===== src/hdl/aec_pkg.sv =====
// Constants and types shared by the axis enable controller
package aec_pkg;

  // ----------------------------------------------------------------
  // Timing
  // ----------------------------------------------------------------
  localparam int unsigned CLK_PERIOD_NS = 4;
  localparam int unsigned CTRL_CYCLE_NS = 1000;
  localparam int unsigned TICK_CYCLES   = CTRL_CYCLE_NS / CLK_PERIOD_NS;
  localparam int          TICK_W        = 8;
  localparam logic [TICK_W-1:0] TICK_LAST = TICK_W'(TICK_CYCLES - 1);

  // ----------------------------------------------------------------
  // Bus and register map
  // ----------------------------------------------------------------
  localparam int        ADR_W      = 8;
  localparam int        DAT_W      = 32;
  localparam int        VEL_W      = 16;
  localparam logic [ADR_W-1:0] REG_CTRL   = 8'h00;
  localparam logic [ADR_W-1:0] REG_STATUS = 8'h04;
  localparam logic [ADR_W-1:0] REG_FAULT  = 8'h08;
  localparam logic [ADR_W-1:0] REG_DECEL  = 8'h0c;
  localparam logic [ADR_W-1:0] REG_JERK   = 8'h10;
  localparam logic [ADR_W-1:0] REG_TASK   = 8'h14;
  localparam logic [ADR_W-1:0] REG_CMD    = 8'h18;

  localparam int CTRL_W     = 5;
  localparam int CTRL_EN    = 0;
  localparam int CTRL_STY   = 1;
  localparam int CTRL_DOK   = 3;
  localparam int CTRL_JERK  = 4;
  localparam int CMD_W      = 2;
  localparam int CMD_ACK    = 0;
  localparam int CMD_HOME   = 1;
  localparam int FAULT_DET  = 16;
  localparam logic [CTRL_W-1:0] CTRL_RST  = 5'h00;
  localparam logic [VEL_W-1:0]  DECEL_RST = 16'h0010;
  localparam logic [VEL_W-1:0]  JERK_RST  = 16'h0001;

  // ----------------------------------------------------------------
  // Halt styles and fault codes
  // ----------------------------------------------------------------
  localparam logic [1:0] HALT_EMERG = 2'h0;
  localparam logic [1:0] HALT_IMMED = 2'h1;
  localparam logic [1:0] HALT_JERK  = 2'h2;
  localparam logic [15:0] FC_NONE        = 16'h0000;
  localparam logic [15:0] FC_DRIVE_LOST  = 16'h0001;
  localparam logic [15:0] FC_DRIVE_FAULT = 16'h0002;
  localparam logic [15:0] FC_BAD_STYLE   = 16'h0003;
  localparam logic [15:0] FC_TASK_REJECT = 16'h0004;

  typedef enum logic [4:0] {
    ST_OFF   = 5'h01,
    ST_WAIT  = 5'h02,
    ST_ON    = 5'h04,
    ST_STOP  = 5'h08,
    ST_FAULT = 5'h10
  } aec_state_t;

endpackage : aec_pkg


===== src/hdl/aec_motion_if.sv =====
// Link between enable control and the pulse generator
`timescale 1ns/1ns
interface aec_motion_if;
  import aec_pkg::*;
  logic             tick;
  logic             run;
  logic             halt;
  logic             ramp;
  logic             jerk_on;
  logic [VEL_W-1:0] target;
  logic [VEL_W-1:0] decel;
  logic [VEL_W-1:0] jerk;
  logic             still;
  logic             pulse;
  modport ctl (output tick, run, halt, ramp, jerk_on, target, decel, jerk,
               input still, pulse);
  modport mot (input tick, run, halt, ramp, jerk_on, target, decel, jerk,
               output still, pulse);
endinterface : aec_motion_if


===== src/hdl/aec_motion.sv =====
// Velocity ramp and pulse train generator for one axis
`timescale 1ns/1ns
module aec_motion (
  input  wire logic  clk_i,
  input  wire logic  rst_i,
  aec_motion_if.mot  m
);
  import aec_pkg::*;

  typedef struct packed {
    logic [VEL_W-1:0] vel;
    logic [VEL_W-1:0] rate;
    logic [VEL_W-1:0] acc;
    logic             pulse;
    logic             still;
  } aec_mot_t;

  aec_mot_t s;
  aec_mot_t n;
  logic [VEL_W:0] sum;
  logic [VEL_W:0] nrate;

  always_comb begin
    n        = s;
    sum      = {1'b0, s.acc} + {1'b0, s.vel};
    nrate    = {1'b0, s.rate} + {1'b0, m.jerk};
    n.acc    = sum[VEL_W-1:0];
    n.pulse  = sum[VEL_W] && (s.vel != '0);
    if (m.halt) begin
      // Halt is not tied to the tick: waiting for it would let pulses run on
      n.vel   = '0;
      n.rate  = '0;
      n.pulse = 1'b0;
    end else if (m.tick) begin
      if (m.ramp) begin
        if (!m.jerk_on || nrate[VEL_W] || nrate[VEL_W-1:0] >= m.decel) begin
          n.rate = m.decel;
        end else begin
          n.rate = nrate[VEL_W-1:0];
        end
        n.vel = (s.vel > n.rate) ? s.vel - n.rate : '0;
      end else if (m.run) begin
        n.vel  = m.target;
        n.rate = '0;
      end
    end
    n.still = (n.vel == '0);
  end

  always_ff @(posedge clk_i) begin
    if (rst_i) begin
      s       <= '0;
      s.still <= 1'b1;
    end else begin
      s <= n;
    end
  end

  assign m.pulse = s.pulse;
  assign m.still = s.still;

endmodule : aec_motion


===== src/hdl/aec_top.sv =====
// Axis enable controller with Wishbone register access
//
// The register addresses and the Wishbone interface to the registers are this design's own decisions.
`timescale 1ns/1ns

// Functional notes
// - Enable request high makes the block try to enable the axis.
// - Enable request low (default) aborts motion per halt style and stops axis.
// - Style 0 ramps down at emergency rate, disabled only at standstill.
// - Style 1 disables at once, pulse output halts with no ramp.
// - Style 2 brakes at emergency rate, adds jerk limit when enabled.
// - Disabled axis counts as not homed; homed indication cleared.
// - While disabling, status stays high until standstill, then drops; with style 1 the code drops it at once, without waiting for standstill.
// - With drive-ok configured, status stays low until drive-ok arrives.
// - Without drive-ok configured, status rises straight on enable request.
// - Busy output high while the enable function is active.
// - Faults raise error output with fault code and detail words.
// - On enable the drive power output rises first, then drive-ok is awaited.
// - Drive raises drive-ok once powered; then status and enabled flag set.
// - Motion tasks never abort the enable function.
// - Fault switch-off re-enables after fault cleared and acknowledged.
module aec_top (
  input  wire logic                 clk_i,
  input  wire logic                 rst_i,
  input  wire logic                 wb_cyc_i,
  input  wire logic                 wb_stb_i,
  input  wire logic                 wb_we_i,
  input  wire logic [aec_pkg::ADR_W-1:0] wb_adr_i,
  input  wire logic [3:0]           wb_sel_i,
  input  wire logic [aec_pkg::DAT_W-1:0] wb_dat_i,
  output logic [aec_pkg::DAT_W-1:0] wb_dat_o,
  output logic                      wb_ack_o,
  input  wire logic                 drive_ok_i,
  input  wire logic                 drive_fault_i,
  output logic                      drive_power_o,
  output logic                      pulse_train_o,
  output logic                      axis_status_o,
  output logic                      enabled_flag_o,
  output logic                      standstill_flag_o,
  output logic                      homed_o,
  output logic                      busy_o,
  output logic                      error_o,
  output logic [15:0]               fault_code_o,
  output logic [15:0]               fault_detail_o
);
  import aec_pkg::*;

  // ----------------------------------------------------------------
  // State
  // ----------------------------------------------------------------
  typedef struct packed {
    aec_state_t        st;
    logic [CTRL_W-1:0] ctrl;
    logic [VEL_W-1:0]  decel;
    logic [VEL_W-1:0]  jerk;
    logic [VEL_W-1:0]  tvel;
    logic [CMD_W-1:0]  cmd;
    logic [CMD_W-1:0]  cmd_d;
    logic              ackp;
    logic              en_s;
    logic [1:0]        sty_s;
    logic [TICK_W-1:0] tcnt;
    logic              tick;
    logic [2:0]        dsync;
    logic              dok;
    logic [2:0]        fsync;
    logic              flt;
    logic              pwr;
    logic              status;
    logic              busy;
    logic              error;
    logic [15:0]       code;
    logic [15:0]       detail;
    logic              homed;
    logic              run;
    logic              halt;
    logic              ramp;
    logic              jerk_on;
    logic              ack;
    logic [DAT_W-1:0]  dat;
  } aec_top_t;

  aec_top_t         s;
  aec_top_t         n;
  aec_motion_if     mif ();
  logic             req;
  logic [DAT_W-1:0] rdata;
  logic [DAT_W-1:0] wmask;
  logic [DAT_W-1:0] wval;
  logic [DAT_W-1:0] cur;
  logic             fault_now;

  // ----------------------------------------------------------------
  // Bus read mux and byte-lane merge
  // ----------------------------------------------------------------
  always_comb begin
    wmask = {{8{wb_sel_i[3]}}, {8{wb_sel_i[2]}},
             {8{wb_sel_i[1]}}, {8{wb_sel_i[0]}}};
    rdata = '0;
    case (wb_adr_i)
      REG_CTRL: begin
        rdata[CTRL_W-1:0] = s.ctrl;
      end
      REG_STATUS: begin
        rdata[6:0] = {s.dok, s.pwr, s.homed, mif.still,
                      s.error, s.busy, s.status};
      end
      REG_FAULT: begin
        rdata = {s.detail, s.code};
      end
      REG_DECEL: begin
        rdata[VEL_W-1:0] = s.decel;
      end
      REG_JERK: begin
        rdata[VEL_W-1:0] = s.jerk;
      end
      REG_TASK: begin
        rdata[VEL_W-1:0] = s.tvel;
      end
      REG_CMD: begin
        rdata[CMD_W-1:0] = s.cmd;
      end
      default: begin
        rdata = '0;
      end
    endcase
    cur  = rdata;
    wval = (cur & ~wmask) | (wb_dat_i & wmask);
  end

  assign req = wb_cyc_i && wb_stb_i && !s.ack;

  // ----------------------------------------------------------------
  // Next state
  // ----------------------------------------------------------------
  always_comb begin
    n     = s;
    n.ack = 1'b0;
    n.tick = 1'b0;
    // Control cycle divider
    if (s.tcnt == TICK_LAST) begin
      n.tcnt = '0;
      n.tick = 1'b1;
    end else begin
      n.tcnt = s.tcnt + 1'b1;
    end

    // Pin inputs: three stages, change taken when last two agree
    n.dsync = {s.dsync[1:0], drive_ok_i};
    n.fsync = {s.fsync[1:0], drive_fault_i};
    if (s.dsync[1] == s.dsync[2]) begin
      n.dok = s.dsync[2];
    end
    if (s.fsync[1] == s.fsync[2]) begin
      n.flt = s.fsync[2];
    end

    fault_now = s.flt || (s.ctrl[CTRL_DOK] && !s.dok);

    if (s.tick) begin
      // Levels sampled now, acted on at the next tick
      n.en_s  = s.ctrl[CTRL_EN];
      n.sty_s = s.ctrl[CTRL_STY +: 2];
      // Acknowledge clears latched errors except a live fault
      if (s.ackp && s.st != ST_FAULT) begin
        n.ackp   = 1'b0;
        n.error  = 1'b0;
        n.code   = FC_NONE;
        n.detail = '0;
      end
      case (s.st)
        ST_OFF: begin
          n.run  = 1'b0;
          n.halt = 1'b1;
          if (s.en_s && !s.error) begin
            if (s.sty_s > HALT_JERK) begin
              n.error  = 1'b1;
              n.code   = FC_BAD_STYLE;
              n.detail = {14'h0000, s.sty_s};
            end else begin
              n.pwr = 1'b1;
              if (s.ctrl[CTRL_DOK]) begin
                n.st = ST_WAIT;
              end else begin
                n.st     = ST_ON;
                n.status = 1'b1;
                n.run    = 1'b1;
                n.halt   = 1'b0;
              end
            end
          end
        end
        ST_WAIT: begin
          if (!s.en_s) begin
            n.pwr = 1'b0;
            n.st  = ST_OFF;
          end else if (s.flt) begin
            n.st     = ST_FAULT;
            n.pwr    = 1'b0;
            n.error  = 1'b1;
            n.code   = FC_DRIVE_FAULT;
            n.detail = 16'(s.st);
          end else if (s.dok) begin
            n.st     = ST_ON;
            n.status = 1'b1;
            n.run    = 1'b1;
            n.halt   = 1'b0;
          end
        end
        ST_ON, ST_STOP: begin
          if (fault_now) begin
            // Drive gone: pulses cut at once, no ramp possible
            n.st      = ST_FAULT;
            n.pwr     = 1'b0;
            n.status  = 1'b0;
            n.run     = 1'b0;
            n.ramp    = 1'b0;
            n.halt    = 1'b1;
            n.error   = 1'b1;
            n.code    = s.flt ? FC_DRIVE_FAULT : FC_DRIVE_LOST;
            n.detail  = 16'(s.st);
          end else if (s.st == ST_STOP) begin
            if (mif.still) begin
              n.st     = ST_OFF;
              n.status = 1'b0;
              n.pwr    = 1'b0;
              n.ramp   = 1'b0;
              n.halt   = 1'b1;
            end
          end else if (!s.en_s) begin
            n.run = 1'b0;
            if (s.sty_s == HALT_IMMED) begin
              n.st     = ST_OFF;
              n.halt   = 1'b1;
              n.status = 1'b0;
              n.pwr    = 1'b0;
            end else begin
              n.st      = ST_STOP;
              n.ramp    = 1'b1;
              n.jerk_on = (s.sty_s == HALT_JERK)
                          && s.ctrl[CTRL_JERK];
            end
          end
        end
        ST_FAULT: begin
          // Leaving to OFF lets a held enable bring the axis back
          if (s.ackp && !s.flt) begin
            n.ackp   = 1'b0;
            n.error  = 1'b0;
            n.code   = FC_NONE;
            n.detail = '0;
            n.st     = ST_OFF;
          end
        end
        default: begin
          n.st     = ST_OFF;
          n.pwr    = 1'b0;
          n.status = 1'b0;
          n.halt   = 1'b1;
          n.run    = 1'b0;
          n.ramp   = 1'b0;
        end
      endcase
    end

    // Acknowledge on rising edge of the command bit
    n.cmd_d = s.cmd;
    if (s.cmd[CMD_ACK] && !s.cmd_d[CMD_ACK]) begin
      n.ackp = 1'b1;
    end
    if (s.cmd[CMD_HOME] && !s.cmd_d[CMD_HOME] && s.st == ST_ON) begin
      n.homed = 1'b1;
    end

    // Bus access; writes come last so a new error beats a clear
    if (req) begin
      n.ack = 1'b1;
      n.dat = rdata;
      if (wb_we_i) begin
        case (wb_adr_i)
          REG_CTRL: begin
            n.ctrl = wval[CTRL_W-1:0];
          end
          REG_DECEL: begin
            n.decel = wval[VEL_W-1:0];
          end
          REG_JERK: begin
            n.jerk = wval[VEL_W-1:0];
          end
          REG_TASK: begin
            // A task only sets velocity, never the enable sequence
            if (s.st == ST_ON) begin
              n.tvel = wval[VEL_W-1:0];
            end else begin
              n.error  = 1'b1;
              n.code   = FC_TASK_REJECT;
              n.detail = 16'(s.st);
            end
          end
          REG_CMD: begin
            n.cmd = wval[CMD_W-1:0];
          end
          default: begin
            n.cmd = s.cmd;
          end
        endcase
      end
    end

    if (!n.status) begin
      n.homed = 1'b0;
    end
    n.busy = (n.st != ST_OFF) || n.en_s;
  end

  // ----------------------------------------------------------------
  // Registers
  // ----------------------------------------------------------------
  always_ff @(posedge clk_i) begin
    if (rst_i) begin
      s       <= '0;
      s.st    <= ST_OFF;
      s.ctrl  <= CTRL_RST;
      s.decel <= DECEL_RST;
      s.jerk  <= JERK_RST;
      s.halt  <= 1'b1;
    end else begin
      s <= n;
    end
  end

  // ----------------------------------------------------------------
  // Pulse generator
  // ----------------------------------------------------------------
  assign mif.tick    = s.tick;
  assign mif.run     = s.run;
  assign mif.halt    = s.halt;
  assign mif.ramp    = s.ramp;
  assign mif.jerk_on = s.jerk_on;
  assign mif.target  = s.tvel;
  assign mif.decel   = s.decel;
  assign mif.jerk    = s.jerk;

  aec_motion aec_motion_i (
    .clk_i (clk_i),
    .rst_i (rst_i),
    .m     (mif.mot)
  );

  // ----------------------------------------------------------------
  // Outputs
  // ----------------------------------------------------------------
  assign wb_dat_o          = s.dat;
  assign wb_ack_o          = s.ack;
  assign drive_power_o     = s.pwr;
  assign pulse_train_o     = mif.pulse;
  assign axis_status_o     = s.status;
  assign enabled_flag_o    = s.status;
  assign standstill_flag_o = mif.still;
  assign homed_o           = s.homed;
  assign busy_o            = s.busy;
  assign error_o           = s.error;
  assign fault_code_o      = s.code;
  assign fault_detail_o    = s.detail;

endmodule : aec_top


===== config.mk =====
export PLATFORM = sky130hd
export DESIGN_NAME = aec_top
export DESIGN_NICKNAME = d
export VERILOG_FILES = /design/src/hdl/aec_pkg.sv /design/src/hdl/aec_motion_if.sv /design/src/hdl/aec_motion.sv /design/src/hdl/aec_top.sv
export SDC_FILE = /design/constraint.sdc
export NUM_CORES = 1
export LEC_CHECK = 0
export ABC_AREA = 1
export BUFFER_PORTS_ARGS = -buffer_cell sky130_fd_sc_hd__buf_2
export CELL_PAD_IN_SITES_DETAIL_PLACEMENT = 1
export CELL_PAD_IN_SITES_GLOBAL_PLACEMENT = 2
export CORE_MARGIN = 1.5
export CORE_UTILIZATION = 35
export CTS_CLUSTER_SIZE = 25
export DETAILED_ROUTE_END_ITERATION = 10
export PLACE_DENSITY = 0.95
export SLEW_MARGIN = 20
export SYNTH_ARGS = -nofsm -noshare
export SYNTH_HDL_FRONTEND = slang
export SYNTH_SLANG_ARGS = --single-unit

===== constraint.sdc =====
create_clock -name clk_i -period 6.75 [get_ports clk_i]
set_input_delay 0.3375 -clock clk_i [delete_from_list [all_inputs] [get_ports clk_i]]
set_output_delay 0.3375 -clock clk_i [all_outputs]
set_load 0.01 [all_outputs]

==> impl_metrics.sql <==
INSERT INTO impl_metrics (metric_group, metric, value, unit) VALUES
('cts', 'clock_tree_from_tritoncts', 'built', ''),
('cts', 'cts.htree.levels', '1', ''),
('route', 'vias', '11770', ''),
('global_route', 'grt_start_max_net_pins', '92', ''),
('final_layout', 'flow.area_growth_from_synthesis', '10.14', '%'),
('synthesis', 'synthDistinctLibCells', '58', ''),
('die', 'io_pins', '124', ''),
('critical_path', 'combined_buffer_and_inverter_count_along_the_critical_path', '3', ''),
('final_layout', 'finish.utilization', '0.3900', ''),
('cts', 'cts.sink_count', '207', ''),
('outcome', 'run_status', 'completed', ''),
('synthesis', 'synthesis.area', '12170', 'sq um'),
('critical_path', 'critical_path_peak_fanout', '18', ''),
('flow_run', 'max_cap_violations', '0', ''),
('timing', 'setup_viol', '0', ''),
('cts', 'cts_inserted_buffers', '24', ''),
('synthesis', 'synth_enable_flop_cells', '0', ''),
('route', 'ant_nets', '0', ''),
('route', 'drt-pass1-iter-count', '5', ''),
('critical_path', 'worst-r2r-setup-slack', '1.01', 'ns'),
('power_and_ir_drop', 'cellLeakagePower', '6.102', 'nW'),
('timing', 'rsz0062_at_grt', 'no', ''),
('critical_path', 'cpLargestDelayFamily', 'simple AND/OR/NAND/NOR gates', ''),
('critical_path', 'critical_path_class', 'reg2reg', ''),
('synthesis', 'async_flop_share', '0', ''),
('global_route', 'grt_antenna_before_repair', '2', ''),
('cts', 'clk_path_buf_depth', '3', ''),
('power_and_ir_drop', 'power.density', '196.9', 'nW/um^2'),
('die', 'die_width', '189.5', 'um'),
('critical_path', 'critPathMostFrequentCell', 'sky130_fd_sc_hd__nand2_1', ''),
('critical_path', 'regToRegEndpoint', 'aec_motion_i.m.still', ''),
('place', 'port_buffers', '105', ''),
('route', 'wl_per_cell', '17.48', 'um'),
('critical_path', 'critPathSlowestCell', 'sky130_fd_sc_hd__nor2_4', ''),
('place', 'detailed_place_hpwl', '30250', 'um'),
('timing', 'period_share', '0.8505', ''),
('synthesis', 'netlist_instances', '1758', ''),
('cts', 'clock-root-buffer', 'sky130_fd_sc_hd__clkbuf_16', ''),
('die', 'floorplan.die_area', '35900', 'sq um'),
('timing', 'max_freq', '174.2', 'MHz'),
('critical_path', 'arrival', '6.12', 'ns'),
('synthesis', 'yosysWarnings', '0', ''),
('critical_path', 'cp-endpoint', 'aec_motion_i.m.still', ''),
('critical_path', 'r2r_cells', '34', ''),
('synthesis', 'postSynthRegisterBits', '207', ''),
('critical_path', 'critical_path_end_type', 'flop', ''),
('timing', 'timing_worst_slew_pin_value', '0.9742', 'ns'),
('timing', 'final-hold-violation-count', '0', ''),
('timing', 'timing.final.max_slew_violations', '0', ''),
('cts', 'clk-insertion-delay-late', '0.54', 'ns'),
('critical_path', 'timing.rr.start', 'mif.jerk[2]', ''),
('min_path', 'worst_hold_path_type', 'in2reg', ''),
('place', 'routabilityCongestion', '0.9073', ''),
('power_and_ir_drop', 'vdd.ir_drop.worst', '0.2046', 'mV'),
('final_layout', 'final_layout_size_suffix_gt1_frac', '0.1347', ''),
('die', 'placement_rows', '68', ''),
('global_route', 'grt_pass1_wl', '63270', 'um'),
('timing', 'timing.max_slew.rel_slack', '0.3498', ''),
('global_route', 'global_route.overflow_total', '0', ''),
('die', 'floorplan.initialDensity', '0.3541', ''),
('route', 'drt_wl_total', '39250', 'um'),
('min_path', 'whs_path_depth', '3', ''),
('die', 'die_height', '189.5', 'um'),
('route', 'drc_violations_left', '0', ''),
('final_layout', 'final_nets', '1893', ''),
('critical_path', 'timing.critical_path.from', 'mif.jerk[2]', ''),
('critical_path', 'timing.critical_path.depth', '34', ''),
('cts', 'clk_transition_reported_paths', '0.06', 'ns'),
('synthesis', 'synth-seq-area-share', '0.3405', ''),
('global_route', 'number_of_global_route_vias_before_repair', '11860', ''),
('timing', 'setup_total_negative_slack', '0', 'ns'),
('timing', 'finClkSkew', '0.02111', 'ns'),
('synthesis', 'synthesized_nets', '1878', ''),
('synthesis', 'syn_avg_cell_area', '6.923', 'sq um'),
('critical_path', 'worstSetupStartpointType', 'flop', ''),
('critical_path', 'slowest_delay', '0.45', 'ns'),
('route', 'vias_per_cell', '5.241', ''),
('die', 'floorplan.core_area', '34370', 'sq um'),
('global_route', 'grt.total_usage', '0.2176', ''),
('synthesis', 'ys_dominant_reg_cell', 'sky130_fd_sc_hd__dfxtp_1', ''),
('critical_path', 'cp.required', '7.13', 'ns'),
('timing', 'timing.final.crit_period', '5.741', 'ns'),
('route', 'dr.first_iter.drc_count', '733', '');
## final cells by class
| type | count | area, sq um |
|---|---|---|
| multi-input combinational | 1205 | 6461 |
| tap | 455 | 569.3 |
| antenna | 1 | 2.502 |
| clock inverter | 8 | 107.6 |
| clock buffer | 34 | 688.2 |
| timing repair buffer | 115 | 605.6 |
| inverter | 220 | 825.8 |
| sequential | 207 | 4144 |
| fill | 4461 | 20970 |
## cells in the final DEF (no fill, tap or decap), types with 7 or more instances in the layout
| cell type | count |
|---|---|
| sky130_fd_sc_hd__buf_4 | 8 |
| sky130_fd_sc_hd__nand3_1 | 115 |
| sky130_fd_sc_hd__a21oi_1 | 209 |
| sky130_fd_sc_hd__nand2_1 | 344 |
| sky130_fd_sc_hd__o21ai_1 | 24 |
| sky130_fd_sc_hd__xnor2_1 | 7 |
| sky130_fd_sc_hd__dfxtp_1 | 207 |
| sky130_fd_sc_hd__nor3_1 | 17 |
| sky130_fd_sc_hd__xor2_1 | 9 |
| sky130_fd_sc_hd__o211ai_1 | 7 |
| sky130_fd_sc_hd__inv_2 | 44 |
| sky130_fd_sc_hd__nand4_1 | 15 |
| sky130_fd_sc_hd__o21ai_0 | 147 |
| sky130_fd_sc_hd__ha_1 | 66 |
| sky130_fd_sc_hd__nor2_1 | 125 |
| sky130_fd_sc_hd__nand2_2 | 16 |
| sky130_fd_sc_hd__clkbuf_16 | 24 |
| sky130_fd_sc_hd__buf_2 | 105 |
| sky130_fd_sc_hd__a211oi_1 | 8 |
| sky130_fd_sc_hd__inv_1 | 173 |
| sky130_fd_sc_hd__o22ai_1 | 7 |
## logic make-up after synthesis
logic type               share of synthesized area
AND/OR/NAND/NOR                             0.2446
buffers and inverters                       0.1296
AO/OA/AOI/OAI                               0.1985
XOR/XNOR                                   0.01151
flip-flops                                  0.3405
adder cells (fa/ha/maj)                    0.07279
multiplexers                              0.002467
## Yosys cell counts, types with 4 or more instances
master / count / area, sq um
sky130_fd_sc_hd__a21oi_1: 209 / 1046
sky130_fd_sc_hd__nand2_1: 344 / 1291
sky130_fd_sc_hd__a21oi_2: 4 / 35.03
sky130_fd_sc_hd__nand3b_1: 6 / 45.04
sky130_fd_sc_hd__buf_4: 68 / 510.5
sky130_fd_sc_hd__nor4_1: 4 / 25.02
sky130_fd_sc_hd__buf_2: 13 / 65.06
sky130_fd_sc_hd__inv_1: 174 / 653.1
sky130_fd_sc_hd__o21ai_1: 24 / 120.1
sky130_fd_sc_hd__inv_2: 43 / 161.4
sky130_fd_sc_hd__o21a_1: 4 / 30.03
sky130_fd_sc_hd__nor2_1: 126 / 473.0
sky130_fd_sc_hd__ha_1: 66 / 825.8
sky130_fd_sc_hd__xor2_1: 9 / 78.83
sky130_fd_sc_hd__o211ai_1: 7 / 52.55
sky130_fd_sc_hd__nand4_1: 15 / 93.84
sky130_fd_sc_hd__nand2_2: 16 / 100.1
sky130_fd_sc_hd__o21ai_0: 147 / 735.7
sky130_fd_sc_hd__o22ai_1: 7 / 43.79
sky130_fd_sc_hd__nand3_2: 6 / 60.06
sky130_fd_sc_hd__xnor2_1: 7 / 61.31
sky130_fd_sc_hd__buf_1: 6 / 22.52
sky130_fd_sc_hd__nand3_1: 115 / 575.6
sky130_fd_sc_hd__a31oi_1: 4 / 25.02
sky130_fd_sc_hd__clkbuf_1: 38 / 142.6
sky130_fd_sc_hd__dfxtp_1: 207 / 4144
sky130_fd_sc_hd__nor3_1: 17 / 85.08
sky130_fd_sc_hd__a211oi_1: 8 / 60.06
sky130_fd_sc_hd__a221oi_1: 6 / 52.55
sky130_fd_sc_hd__nor2_2: 7 / 43.79
## routing by layer
layer  up-vias  track usage  part of all wire
li1       5812            -                 -
met1      5710       0.2979              0.48
met2       205       0.3657              0.47
met3        40      0.02614             0.037
met4         0      0.04579             0.018
met5         -            0                 0
## registers in the layout, indices dropped and copies added, names as in the netlist, 6 cells and up
signal          cells
fault_code_o       16
n                   6
wb_dat_o           32
mif.jerk           16
fault_detail_o     16
s                  28
mif.target         16
mif.decel          16
aec_motion_i.s     48
## worst min path at each step
stage	start	endpoint	slack, ns
finish	wb_dat_i[5]	mif.decel[5]	0.14
global route	wb_dat_i[5]	mif.target[5]	0.17
CTS	wb_dat_i[5]	mif.decel[5]	0.12
detailed placement	n[76]	n[77]	0.40
global placement	n[76]	n[77]	0.40
floorplan	n[76]	n[77]	0.39
## report_power, final
| part | total [W] | internal [W] | switching (W) | leakage [nW] |
|---|---|---|---|---|
| clock | 0.00132 | 0.000786 | 0.000534 | 0.389 |
| sequential | 0.00124 | 0.00123 | 0.00000530 | 1.67 |
| combinational | 0.0000835 | 0.0000247 | 0.0000589 | 4.04 |
## worst register-to-register path: cells and delay by family (launching register included)
| family | cells | cell delay [ns] |
|---|---|---|
| flip-flops | 1 | 0.33 |
| AO/OA/AOI/OAI | 7 | 1.29 |
| buffers and inverters | 3 | 0.53 |
| AND/OR/NAND/NOR | 21 | 2.44 |
| adder cells (fa/ha/maj) | 3 | 1.02 |
## what timing repair did
action	in CTS	in global routing
hold buffers	2	0
hold endpoints to repair	2	0
setup buffers	0	0
gates resized for setup	0	0
## per-stage QoR
step / instance area [sq um] / instances / hold WS, ns / worst slack, ns / power (W)
6_report: 13400 / 2245 / 0.1395 / 1.009 / 0.002640
5_1_grt: 13400 / 2244 / 0.1716 / 0.4491 / 0.002730
4_1_cts: 13400 / 2244 / 0.1196 / 0.9937 / 0.002672
3_5_place_dp: 12580 / 2200 / 0.4039 / 1.015 / 0.001345
3_3_place_gp: 12580 / 2200 / 0.3971 / 1.099 / 0.001342
2_1_floorplan: 12170 / 1758 / 0.3883 / 2.141 / 0.001318
Power figures use the tool's default switching activity.
